<file path="src/verilog/usbp_pkg.sv">
// Shared constants and types of the USB port enable and connect-status block
package usbp_pkg;
    // ------------------------------------------------------------------
    // Bus geometry
    // ------------------------------------------------------------------
    localparam int USBP_AW   = 8;
    localparam int USBP_DW   = 32;
    localparam int USBP_SW   = USBP_DW / 8;
    localparam int USBP_DS_W = 8;

    // ------------------------------------------------------------------
    // Register map
    // ------------------------------------------------------------------
    localparam logic [USBP_AW-1:0] USBP_OFS_PORTSC = 8'h00;
    localparam logic [USBP_AW-1:0] USBP_OFS_STAT   = 8'h04;
    localparam logic [USBP_AW-1:0] USBP_OFS_MASK   = 8'h08;

    // Port status/control fields
    localparam int USBP_PRESENT_BIT = 0;
    localparam int USBP_CHG_BIT     = 1;
    localparam int USBP_EN_BIT      = 2;
    localparam int USBP_PWR_BIT     = 12;
    localparam int USBP_CTRL_LANE   = 0;

    // Interrupt events, same layout in status and mask
    localparam int USBP_EV_CONN = 0;
    localparam int USBP_EV_DIS  = 1;
    localparam int USBP_EV_N    = 2;

    // ------------------------------------------------------------------
    // Reset values and responses
    // ------------------------------------------------------------------
    localparam logic [USBP_EV_N-1:0] USBP_EV_RST   = 2'h0;
    localparam logic [1:0]           USBP_RESP_OK  = 2'h0;
    localparam logic [1:0]           USBP_RESP_DEC = 2'h3;

    typedef enum logic [1:0] {
        PS_DISABLED,
        PS_RESETTING,
        PS_ENABLED
    } usbp_port_e;
endpackage

</file>
<file path="src/verilog/usbp_reg_if.sv">
// Register access carrier between the bus slave and the port logic
interface usbp_reg_if;
    import usbp_pkg::*;
    logic                 wr_en;
    logic [USBP_AW-1:0]   wr_addr;
    logic [USBP_DW-1:0]   wr_data;
    logic [USBP_SW-1:0]   wr_strb;
    logic                 wr_ok;
    logic [USBP_AW-1:0]   rd_addr;
    logic [USBP_DW-1:0]   rd_data;
    logic                 rd_ok;

    modport bus  (output wr_en, wr_addr, wr_data, wr_strb, rd_addr,
                  input  wr_ok, rd_data, rd_ok);
    modport regs (input  wr_en, wr_addr, wr_data, wr_strb, rd_addr,
                  output wr_ok, rd_data, rd_ok);
endinterface

</file>
<file path="src/verilog/usbp_sync.sv">
// Two-stage synchroniser for pin inputs
module usbp_sync #(
    parameter int W = 1
) (
    // Clock and control
    input  wire logic         aclk,
    input  wire logic         aresetn,
    input  wire logic         clk_en,
    // Data
    input  wire logic [W-1:0] d,
    output logic      [W-1:0] q
);
    import usbp_pkg::*;

    typedef struct packed {
        logic [W-1:0] s1;
        logic [W-1:0] s2;
    } usbp_sync_s;

    usbp_sync_s st_q;
    usbp_sync_s st_d;

    // First stage feeds only the second
    always_comb
    begin
        st_d = st_q;
        if (clk_en)
        begin
            st_d.s1 = d;
            st_d.s2 = st_q.s1;
        end
    end

    always_ff @(posedge aclk)
    begin
        if (!aresetn)
            st_q <= '0;
        else
            st_q <= st_d;
    end

    assign q = st_q.s2;
endmodule

</file>
<file path="src/verilog/usbp_axil_slave.sv">
// AXI4-Lite slave front end that turns bus transfers into register accesses
module usbp_axil_slave (
    // Clock and control
    input  wire logic                         aclk,
    input  wire logic                         aresetn,
    input  wire logic                         clk_en,
    // Write channels
    input  wire logic                         s_axi_awvalid,
    output logic                              s_axi_awready,
    input  wire logic [usbp_pkg::USBP_AW-1:0] s_axi_awaddr,
    input  wire logic                         s_axi_wvalid,
    output logic                              s_axi_wready,
    input  wire logic [usbp_pkg::USBP_DW-1:0] s_axi_wdata,
    input  wire logic [usbp_pkg::USBP_SW-1:0] s_axi_wstrb,
    output logic                              s_axi_bvalid,
    input  wire logic                         s_axi_bready,
    output logic      [1:0]                   s_axi_bresp,
    // Read channels
    input  wire logic                         s_axi_arvalid,
    output logic                              s_axi_arready,
    input  wire logic [usbp_pkg::USBP_AW-1:0] s_axi_araddr,
    output logic                              s_axi_rvalid,
    input  wire logic                         s_axi_rready,
    output logic      [usbp_pkg::USBP_DW-1:0] s_axi_rdata,
    output logic      [1:0]                   s_axi_rresp,
    // Register side
    usbp_reg_if.bus                           rif
);
    import usbp_pkg::*;

    typedef struct packed {
        logic               awready;
        logic               wready;
        logic               aw_have;
        logic               w_have;
        logic [USBP_AW-1:0] awaddr;
        logic [USBP_DW-1:0] wdata;
        logic [USBP_SW-1:0] wstrb;
        logic               bvalid;
        logic [1:0]         bresp;
        logic               arready;
        logic               ar_have;
        logic [USBP_AW-1:0] araddr;
        logic               rvalid;
        logic [USBP_DW-1:0] rdata;
        logic [1:0]         rresp;
    } usbp_axi_s;

    usbp_axi_s st_q;
    usbp_axi_s st_d;

    // Address and data are held separately, so either may arrive first
    always_comb
    begin
        st_d = st_q;
        if (clk_en)
        begin
            if (st_q.awready && s_axi_awvalid)
            begin
                st_d.awready = 1'b0;
                st_d.aw_have = 1'b1;
                st_d.awaddr  = s_axi_awaddr;
            end
            if (st_q.wready && s_axi_wvalid)
            begin
                st_d.wready = 1'b0;
                st_d.w_have = 1'b1;
                st_d.wdata  = s_axi_wdata;
                st_d.wstrb  = s_axi_wstrb;
            end
            if (rif.wr_en)
            begin
                st_d.bvalid = 1'b1;
                st_d.bresp  = rif.wr_ok ? USBP_RESP_OK : USBP_RESP_DEC;
            end
            if (st_q.bvalid && s_axi_bready)
            begin
                st_d.bvalid  = 1'b0;
                st_d.aw_have = 1'b0;
                st_d.w_have  = 1'b0;
                st_d.awready = 1'b1;
                st_d.wready  = 1'b1;
            end
            if (st_q.arready && s_axi_arvalid)
            begin
                st_d.arready = 1'b0;
                st_d.ar_have = 1'b1;
                st_d.araddr  = s_axi_araddr;
            end
            if (st_q.ar_have && !st_q.rvalid)
            begin
                st_d.rvalid = 1'b1;
                st_d.rdata  = rif.rd_data;
                st_d.rresp  = rif.rd_ok ? USBP_RESP_OK : USBP_RESP_DEC;
            end
            if (st_q.rvalid && s_axi_rready)
            begin
                st_d.rvalid  = 1'b0;
                st_d.ar_have = 1'b0;
                st_d.arready = 1'b1;
            end
        end
    end

    always_ff @(posedge aclk)
    begin
        if (!aresetn)
        begin
            st_q         <= '0;
            st_q.awready <= 1'b1;
            st_q.wready  <= 1'b1;
            st_q.arready <= 1'b1;
        end
        else
            st_q <= st_d;
    end

    assign rif.wr_en   = clk_en && st_q.aw_have && st_q.w_have && !st_q.bvalid;
    assign rif.wr_addr = st_q.awaddr;
    assign rif.wr_data = st_q.wdata;
    assign rif.wr_strb = st_q.wstrb;
    assign rif.rd_addr = st_q.araddr;

    assign s_axi_awready = st_q.awready;
    assign s_axi_wready  = st_q.wready;
    assign s_axi_bvalid  = st_q.bvalid;
    assign s_axi_bresp   = st_q.bresp;
    assign s_axi_arready = st_q.arready;
    assign s_axi_rvalid  = st_q.rvalid;
    assign s_axi_rdata   = st_q.rdata;
    assign s_axi_rresp   = st_q.rresp;
endmodule

</file>
<file path="src/verilog/usbp_port_top.sv">
// Port enable and connect-status logic of one root-hub port, with register access
// Behaviour
// - Software writing one to the enable bit never enables the port.
// - Enable is set only when reset finishes with a high-speed device detected.
// - Disconnect, fault or a software zero write clears the enable bit.
// - Enable bit follows the real port state change, possibly after a delay.
// - Disabled port blocks downstream data; reset signalling still passes.
// - Enable bit resets to zero; one means enabled.
// - Enable, change flag and presence read zero while port power is off.
// - Every presence change while port power is on sets the sticky change flag; it resets to zero.
// - Writing one clears the change flag; writing zero leaves it alone.
// - Presence bit reads one while a device is attached; resets to zero.
// - Presence bit shows the live state, not a latched event.
module usbp_port_top #(
    parameter int DS_W = usbp_pkg::USBP_DS_W
) (
    // Clock, reset, enable
    input  wire logic                         aclk,
    input  wire logic                         aresetn,
    input  wire logic                         clk_en,
    // AXI4-Lite write
    input  wire logic                         s_axi_awvalid,
    output logic                              s_axi_awready,
    input  wire logic [usbp_pkg::USBP_AW-1:0] s_axi_awaddr,
    input  wire logic                         s_axi_wvalid,
    output logic                              s_axi_wready,
    input  wire logic [usbp_pkg::USBP_DW-1:0] s_axi_wdata,
    input  wire logic [usbp_pkg::USBP_SW-1:0] s_axi_wstrb,
    output logic                              s_axi_bvalid,
    input  wire logic                         s_axi_bready,
    output logic      [1:0]                   s_axi_bresp,
    // AXI4-Lite read
    input  wire logic                         s_axi_arvalid,
    output logic                              s_axi_arready,
    input  wire logic [usbp_pkg::USBP_AW-1:0] s_axi_araddr,
    output logic                              s_axi_rvalid,
    input  wire logic                         s_axi_rready,
    output logic      [usbp_pkg::USBP_DW-1:0] s_axi_rdata,
    output logic      [1:0]                   s_axi_rresp,
    // Port pin and port logic
    input  wire logic                         dev_attach_pin,
    input  wire logic                         port_power,
    input  wire logic                         port_reset_req,
    input  wire logic                         port_reset_done,
    input  wire logic                         port_reset_hs,
    input  wire logic                         port_fault,
    // Downstream data path
    input  wire logic                         ds_valid_in,
    input  wire logic [DS_W-1:0]              ds_data_in,
    output logic                              ds_valid_out,
    output logic      [DS_W-1:0]              ds_data_out,
    output logic                              reset_drive_out,
    // Status
    output logic                              port_enabled,
    output logic                              irq
);
    import usbp_pkg::*;

    // ------------------------------------------------------------------
    // State
    // ------------------------------------------------------------------
    typedef struct packed {
        usbp_port_e           state;
        logic                 port_enabled;
        logic                 device_present;
        logic                 connect_change_flag;
        logic [USBP_EV_N-1:0] sts;
        logic [USBP_EV_N-1:0] mask;
        logic                 irq;
        logic                 ds_valid;
        logic [DS_W-1:0]      ds_data;
        logic                 reset_drive;
    } usbp_main_s;

    usbp_main_s st_q;
    usbp_main_s st_d;

    usbp_reg_if rif ();

    logic attach_sync;
    logic portsc_wr;
    logic stat_wr;
    logic mask_wr;
    logic cut;
    logic sw_disable;

    // ------------------------------------------------------------------
    // Submodules
    // ------------------------------------------------------------------
    usbp_sync #(
        .W (1)
    ) u_sync (
        .aclk    (aclk),
        .aresetn (aresetn),
        .clk_en  (clk_en),
        .d       (dev_attach_pin),
        .q       (attach_sync)
    );

    usbp_axil_slave u_axil (
        .aclk          (aclk),
        .aresetn       (aresetn),
        .clk_en        (clk_en),
        .s_axi_awvalid (s_axi_awvalid),
        .s_axi_awready (s_axi_awready),
        .s_axi_awaddr  (s_axi_awaddr),
        .s_axi_wvalid  (s_axi_wvalid),
        .s_axi_wready  (s_axi_wready),
        .s_axi_wdata   (s_axi_wdata),
        .s_axi_wstrb   (s_axi_wstrb),
        .s_axi_bvalid  (s_axi_bvalid),
        .s_axi_bready  (s_axi_bready),
        .s_axi_bresp   (s_axi_bresp),
        .s_axi_arvalid (s_axi_arvalid),
        .s_axi_arready (s_axi_arready),
        .s_axi_araddr  (s_axi_araddr),
        .s_axi_rvalid  (s_axi_rvalid),
        .s_axi_rready  (s_axi_rready),
        .s_axi_rdata   (s_axi_rdata),
        .s_axi_rresp   (s_axi_rresp),
        .rif           (rif.bus)
    );

    // ------------------------------------------------------------------
    // Register decode
    // ------------------------------------------------------------------
    // Only the low byte lane holds writable bits
    assign portsc_wr = rif.wr_en && rif.wr_strb[USBP_CTRL_LANE]
                       && (rif.wr_addr == USBP_OFS_PORTSC);
    assign stat_wr   = rif.wr_en && rif.wr_strb[USBP_CTRL_LANE]
                       && (rif.wr_addr == USBP_OFS_STAT);
    assign mask_wr   = rif.wr_en && rif.wr_strb[USBP_CTRL_LANE]
                       && (rif.wr_addr == USBP_OFS_MASK);
    assign rif.wr_ok = (rif.wr_addr == USBP_OFS_PORTSC) || (rif.wr_addr == USBP_OFS_STAT)
                       || (rif.wr_addr == USBP_OFS_MASK);

    assign cut        = !port_power || !attach_sync;
    assign sw_disable = portsc_wr && !rif.wr_data[USBP_EN_BIT];

    // Readback is gated by power directly, no lag behind the flops
    always_comb
    begin
        rif.rd_data = '0;
        rif.rd_ok   = 1'b1;
        case (rif.rd_addr)
            USBP_OFS_PORTSC:
            begin
                rif.rd_data[USBP_PRESENT_BIT] = port_power && st_q.device_present;
                rif.rd_data[USBP_CHG_BIT]     = port_power && st_q.connect_change_flag;
                rif.rd_data[USBP_EN_BIT]      = port_power && st_q.port_enabled;
                rif.rd_data[USBP_PWR_BIT]     = port_power;
            end
            USBP_OFS_STAT:
                rif.rd_data[USBP_EV_N-1:0] = st_q.sts;
            USBP_OFS_MASK:
                rif.rd_data[USBP_EV_N-1:0] = st_q.mask;
            default:
                rif.rd_ok = 1'b0;
        endcase
    end

    // ------------------------------------------------------------------
    // Next state
    // ------------------------------------------------------------------
    always_comb
    begin
        st_d = st_q;
        if (clk_en)
        begin
            // Live presence, forced low without power
            st_d.device_present = port_power && attach_sync;

            if (!port_power)
                st_d.connect_change_flag = 1'b0;
            else
            begin
                if (portsc_wr && rif.wr_data[USBP_CHG_BIT])
                    st_d.connect_change_flag = 1'b0;
                // Set after clear so a change in the clearing cycle survives
                if (st_d.device_present != st_q.device_present)
                    st_d.connect_change_flag = 1'b1;
            end

            if (stat_wr)
                st_d.sts = st_q.sts & ~rif.wr_data[USBP_EV_N-1:0];
            if (mask_wr)
                st_d.mask = rif.wr_data[USBP_EV_N-1:0];
            if (st_d.device_present != st_q.device_present)
                st_d.sts[USBP_EV_CONN] = 1'b1;

            // A one written to enable has no path here
            case (st_q.state)
                PS_DISABLED:
                begin
                    if (port_reset_req && !cut)
                        st_d.state = PS_RESETTING;
                end
                PS_RESETTING:
                begin
                    if (cut)
                        st_d.state = PS_DISABLED;
                    else if (port_reset_done)
                        st_d.state = port_reset_hs ? PS_ENABLED : PS_DISABLED;
                end
                PS_ENABLED:
                begin
                    if (cut || port_fault)
                    begin
                        st_d.state            = PS_DISABLED;
                        st_d.sts[USBP_EV_DIS] = 1'b1;
                    end
                    else if (sw_disable)
                        st_d.state = PS_DISABLED;
                    else if (port_reset_req)
                        st_d.state = PS_RESETTING;
                end
                default:
                    st_d.state = PS_DISABLED;
            endcase
            st_d.port_enabled = (st_d.state == PS_ENABLED);

            st_d.irq = |(st_d.sts & st_d.mask);

            // Data gated by the enable; reset signalling is never gated
            st_d.ds_valid    = st_d.port_enabled && ds_valid_in;
            st_d.ds_data     = st_d.port_enabled ? ds_data_in : '0;
            st_d.reset_drive = port_reset_req;
        end
    end

    always_ff @(posedge aclk)
    begin
        if (!aresetn)
        begin
            st_q       <= '0;
            st_q.state <= PS_DISABLED;
            st_q.sts   <= USBP_EV_RST;
            st_q.mask  <= USBP_EV_RST;
        end
        else
            st_q <= st_d;
    end

    // ------------------------------------------------------------------
    // Outputs
    // ------------------------------------------------------------------
    assign ds_valid_out    = st_q.ds_valid;
    assign ds_data_out     = st_q.ds_data;
    assign reset_drive_out = st_q.reset_drive;
    assign port_enabled    = st_q.port_enabled;
    assign irq             = st_q.irq;
endmodule

</file>
<file path="config.mk">
export PLATFORM = sky130hd
export DESIGN_NAME = usbp_port_top
export DESIGN_NICKNAME = d
export VERILOG_FILES = /design/src/verilog/usbp_pkg.sv /design/src/verilog/usbp_reg_if.sv /design/src/verilog/usbp_sync.sv /design/src/verilog/usbp_axil_slave.sv /design/src/verilog/usbp_port_top.sv
export SDC_FILE = /design/constraint.sdc
export NUM_CORES = 1
export LEC_CHECK = 0
export BUFFER_PORTS_ARGS = -buffer_cell sky130_fd_sc_hd__buf_2
export CAP_MARGIN = 0
export CORE_MARGIN = 10
export CORE_UTILIZATION = 24
export DETAILED_ROUTE_END_ITERATION = 12
export GPL_TIMING_DRIVEN = 0
export SYNTH_ARGS = -nofsm -noshare
export SYNTH_HDL_FRONTEND = slang
export SYNTH_SLANG_ARGS = --single-unit
</file>
<file path="constraint.sdc">
create_clock -name aclk -period 1.7 [get_ports aclk]
set_clock_uncertainty 0.2 [all_clocks]
set_input_delay 0 -clock aclk [delete_from_list [all_inputs] [get_ports aclk]]
set_output_delay 0 -clock aclk [all_outputs]
set_load 0.02 [all_outputs]
</file>
-- After elaboration in Yosys (flattened, before gate mapping)
Cells that the tools add are included.
- input bits: 75
- output and inout bits: 53
- register bits: 58
- word-level logic and storage cells: 129
- eq/ne operators: 9
- bitwise operators: 3
- multiplexer cells: 38
- reduce and logical (&&, ||, !) cells: 52
- operators with widths (cell ; number):
    two-way mux 35 bit ; 1
    two-way mux 2 bit ; 14
    AND reduction 2 bit ; 11
    logical AND 1 bit ; 21
    two-way mux 1 bit ; 17
    equality test 8 x 3 -> 1 bit (second input constant) ; 2
    equality test 8 x 4 -> 1 bit (second input constant) ; 2
    zero test 8 bit ; 2
    one-hot mux 2 bit (3 select lines) ; 2
    two-way mux 10 bit ; 1
    nonzero test 2 bit ; 5
    two-way mux 8 bit ; 1
    zero test 1 bit ; 6
    bitwise AND 2 bit ; 2
    equality test 2 bit (second input constant) ; 2
    logical OR 1 bit ; 4
    two-way mux 4 bit ; 1
    two-way mux 3 bit ; 1
    != test 3 x 1 -> 1 bit (second input constant) ; 1
    OR reduction 3 bit ; 1
    equality test 2 x 1 -> 1 bit (second input constant) ; 1
    zero test 2 bit ; 1
    inverter 2 bit ; 1
    OR reduction 2 bit ; 1
    != test 1 bit ; 1

-- Logic depth before layout (Yosys ltp)
- depth after elaboration: 12
- mapped depth: 7
- mapped depth without buffers: 5

-- By module
A second synthesis with hierarchy kept.
- cell total of the unflattened synthesis: 643
- area, all modules: 5714.2 µm²
- modules (own cells, without submodules) (module ; cells each ; sequential area each (µm²) ; instances ; area an instance (µm²)):
    usbp_axil_slave ; 492 ; 1881.8 ; 1 ; 4475.5
    usbp_port_top ; 145 ; 400.4 ; 1 ; 1166.1
    usbp_sync ; 6 ; 40.0 ; 1 ; 72.6

-- Least setup slack after synthesis
No wires, ideal clock.
- path type: register to register
- from: register u_axil.st_q, in the netlist u_axil.s_axi_bvalid
- to: register st_q, in the netlist ds_data_out[0]
- data required time: 1383 ps
- data arrival time: 1535 ps
- setup slack: -152 ps
- clock period less this slack: 1852 ps
- library setup time: 117 ps
- buffers on the path: 1
- cell stages (with the launch flop): 7
- cells stage by stage: dfxtp_1 and4b_2 nand4_4 o41ai_4 o21ai_2 buf_6 a22o_1
- cells in the longest elaborated chain, start to end: 11
- RTL lines (element ; RTL line ; source):
    start, declared ; usbp_axil_slave.sv:49 ; usbp_axi_s st_q;
    start signal, assigned ; usbp_axil_slave.sv:115 ; st_q <= st_d;
    zero test 1 bit ; usbp_axil_slave.sv:118 ; assign rif.wr_en = clk_en && st_q.aw_have && st_q.w_have && !st_q.bvalid;
    logical AND 1 bit ; usbp_axil_slave.sv:118 ;
    logical AND 1 bit ; usbp_port_top.sv:128 ; assign portsc_wr = rif.wr_en && rif.wr_strb[USBP_CTRL_LANE]
    logical AND 1 bit ; usbp_port_top.sv:129 ; && (rif.wr_addr == USBP_OFS_PORTSC);
    logical AND 1 bit ; usbp_port_top.sv:138 ; assign sw_disable = portsc_wr && !rif.wr_data[USBP_EN_BIT];
    two-way mux 2 bit ; usbp_port_top.sv:212 ; else if (sw_disable)
    two-way mux 2 bit ; usbp_port_top.sv:207 ; if (cut || port_fault)
    one-hot mux 2 bit (3 select lines) ; usbp_port_top.sv:192 ; case (st_q.state)
    two-way mux 2 bit ; usbp_port_top.sv:168 ; if (clk_en)
    equality test 2 bit ; usbp_port_top.sv:220 ; st_d.port_enabled = (st_d.state == PS_ENABLED);
    two-way mux 8 bit ; usbp_port_top.sv:226 ; st_d.ds_data = st_d.port_enabled ? ds_data_in : '0;
    end signal, assigned ; usbp_port_top.sv:241 ; st_q <= st_d;
    end, declared ; usbp_port_top.sv:75 ; usbp_main_s st_q;
Every way passes these cells. The select of a mux whose other input is x is not followed.
A chain may end at the register's enable or synchronous reset.

-- Final worst setup path
- from: register u_axil.st_q, in the netlist u_axil.rif.wr_addr[1]
- to: register st_q, in the netlist irq
- cells in the longest elaborated chain, start to end: 8
- elaborated cells on any way between the ends: 14
- those cells by class: eq/ne (2); mux (8); bitwise (1); reduce/logical (3)
- RTL lines (element ; RTL line ; source):
    equality test 8 x 3 -> 1 bit ; usbp_port_top.sv:131 ; && (rif.wr_addr == USBP_OFS_STAT);
    logical AND 1 bit ; usbp_port_top.sv:131 ;
    two-way mux 2 bit ; usbp_port_top.sv:184 ; if (stat_wr)
    two-way mux 1 bit ; usbp_port_top.sv:207 ;
    two-way mux 1 bit ; usbp_port_top.sv:192 ;
    two-way mux 1 bit ; usbp_port_top.sv:168 ;
    bitwise AND 2 bit (*) ; usbp_port_top.sv:222 ; st_d.irq = |(st_d.sts & st_d.mask);
    OR reduction 2 bit (*) ; usbp_port_top.sv:222 ;
Every way passes the cells marked *; elsewhere a longest branch is shown, timed or not. The select of a mux whose other input is x is not followed.

==> results.md <==
* Status: complete, but fails checks
* Failing checks: negative setup slack
* Leakage at roughly 1.8 nW
* Top post-synthesis cells by area: dfxtp_1 (43%), buf_4 (13%), nand2_1 (8.3%)
* Die area at 15300 sq um
* Final #Nets at about 520
* Number of flops mapped to enable cells by yosys at 0
* Hold Slack at 0.0250 ns
* First-pass GRT wire length at 11700 um
* Post-Syn Area at 2580 sq um
* Data arrival, critical path at 2.00 ns
* Setup crit end kind: flop
* Maximum clock insertion buffer count at 2
* DRT Pass-1 Iters at 4
* GRT Max-Usage Layer: met2
* Final worst path period need at approximately 1.9 ns
* Drt wl/cell at 12.7 um
* Worst-path fanout max at 4
* Slew HR at 58.0%
* Synth unique cells at 41
* CTS Sinks at between 50 and 60
* Sequential area share after synthesis at 43.5%
* Pin count of the biggest net entering global routing at 20
* DRT iter0 DRCs at 79
* Cells after synthesis at 299
* Port Buffers at 66
* Primary FF master, synth: dfxtp_1
* Syn avg cell area at 8.62 sq um
* Met1 Use GR at a little over a tenth
* Worst EP required at 1.76 ns
* RSZ-0062 raised after global routing: yes
* # setup viols final at 14
* Crit. Startpoint: u_axil.rif.wr_addr[1]$_SDFFE_PN0P_
* Area leader, netlist: dfxtp_1
* Total power at 2.65 mW
* Worst-path clk slew at 0.11 ns
* Vias at roughly 2400
* CTS H-tree lvls at 2
* Final Max Slew Viols at 0
* Synthesized flop and latch total at 56
* Max-cap viol count at 0
* Chip Width at roughly 120 um
* Vias in the first global route at about 2500
* DR vias/cell at 4.09
* Fin. Hold Viols at 0
* Post-route clock period utilization at 114%
* DP HPWL at 5610 um
* Met3 usage at 2.67%
* Drt drc at 0
* Initial antenna violation count at 0
* Post-route ant nets at 0
* Std cell rows at 37
* WL final at 7390 um
* Initial core utilization at 24.7%
* CTS tree: built
* Area grow syn2layout at 48.3%
* R2R cell count at 6
* GPL Wtd Cong at 0.769
* CTS Buf Count at 5
* Commonest cells after routing, fill and taps aside: buf_2 (66), nand2_1 (57), dfxtp_1 (53)
* Asr flop ratio synth at 0%
* N_diodes at 0
* Total track usage at approximately a tenth
* Most common cell after layout, fill and taps aside: buf_2
* Hold crit path type: input pin to flop
* Core ar. at about 10000 sq um
* Top-area cell type share of the netlist area at 43.5%
* Crit start category: flop
* Grt total ovfl at 0
* Crit path kind: flop to flop
* Worst setup endpoint: irq$_SDFFE_PN0P_
* Clock root buffer: clkbuf_8
* Number of synthesis warnings at 0
* Actual slew at the worst max-slew pin at 0.629 ns
* Worst R2R End: irq$_SDFFE_PN0P_
* FMAX at 0.516 GHz
* R2r setup slk at -0.24 ns
* PwrDens at just under 700 nW/um^2
* Met2 Resource Use GR at 16.5%
* Layout cell share with drive strength beyond 1 at between 30% and 40%
* Ports at ~130
* Setup WS post-layout at -0.239 ns
* Clk_lat worst skew at 0.31 ns
* FF-to-FF Start: u_axil.rif.wr_addr[1]$_SDFFE_PN0P_
* Fillers at 1083
* Die Y at approximately 120 um
* Worst vdd ir at ~420 uV
## stage by stage
stage / instances / TNS (ns) / worst slack (ns) / util, % / instance area, sq um
CTS: 584 / -3.55 / -0.301 / 36.2 / 3770
floorplan: 326 / -1.04 / -0.105 / - / 2680
finish: 584 / -2.62 / -0.239 / 36.7 / 3820
detailed placement: 528 / -3.62 / -0.319 / 30.5 / 3180
global placement: 528 / -3.26 / -0.291 / 30.5 / 3180
global route: 584 / -3.44 / -0.307 / 36.7 / 3820
## cells by family after synthesis
family                    count (synthesis)  synth area share [%]
AOI/OAI and AO/OA                        67                  16.9
xor gates and xnor gates                  1                 0.340
buffers and inverters                    61                  16.4
DFF                                      56                  43.5
muxes                                     8                  3.11
other                                     1                 0.145
and+or+nand+nor                         105                  19.6
## critical path: stages, from the launching register on
cell and delay (ns):
dfxtp_2 0.35, nor4_4 0.37, nand4_4 0.16, buf_6 0.16, o31a_1 0.27, a32oi_1 0.17, o221a_2 0.20
## registers in the layout, indices dropped and copies added (netlist names), 3 cells and up
name,count
u_axil.rif.rd_addr,8
u_axil.rif.wr_data,3
u_axil.rif.wr_addr,8
st_q,8
ds_data_out,8
u_axil.s_axi_rdata,4
u_axil.st_q,3
## where the power goes
part	switching [mW]	internal [mW]
logic	0.237	0.235
clock network	0.481	0.304
registers	0.0404	1.36
total	0.759	1.90
## what timing repair did
action	in CTS	in global routing
setup endpoints to repair	16	24
buffers inserted	2	1
resized for setup	7	13
pin swaps	6	14
hold buffers	46	0
endpoints found under the hold margin	51	0
## cells in the mapped netlist (3+ instances only)
library cell / number
inv_1: 4
a21oi_1: 32
dfxtp_1: 56
nor2_1: 20
mux2i_1: 8
a22o_1: 8
nand2_1: 57
nand4_1: 3
nand3_1: 7
buf_4: 44
nand3b_1: 3
clkbuf_1: 9
a21o_1: 5
and3b_1: 3
o21ai_0: 11
## layer usage
metal  routed length (um)  part of all wire, %
met1                 3140                   42
met2                 3730                   50
met3                  467                  6.3
met4                   55                 0.74
met5                    0                    0
## worst min path at each step
stage	endpoint	cells after the start	slack [ns]	start
after global routing	u_axil.s_axi_bresp[0]$_SDFFE_PN0P_	3	0.03	clk_en
after detailed placement	ds_data_out[4]$_SDFFE_PN0P_	2	0.01	ds_data_in[4]
after global placement	ds_data_out[4]$_SDFFE_PN0P_	2	0.01	ds_data_in[4]
final	st_q[18]$_SDFFE_PN0P_	4	0.03	aresetn
after CTS	st_q[12]$_SDFFE_PN0P_	4	0.02	clk_en
after floorplan	ds_data_out[0]$_SDFFE_PN0P_	1	-0.07	ds_data_in[0]
## final cells by class
type	instances	area (sq um)	share of cell area, %
Multi-Input combinational cell	209	1190	31.0
Sequential cell	56	1120	29.4
Timing Repair Buffer	115	826	21.6
Buffer	55	399	10.4
Tap cell	136	170	4.45
Clock buffer	5	68.8	1.80
Clock inverter	3	27.5	0.720
Inverter	5	18.8	0.491
Power figures use the tool's default switching activity.
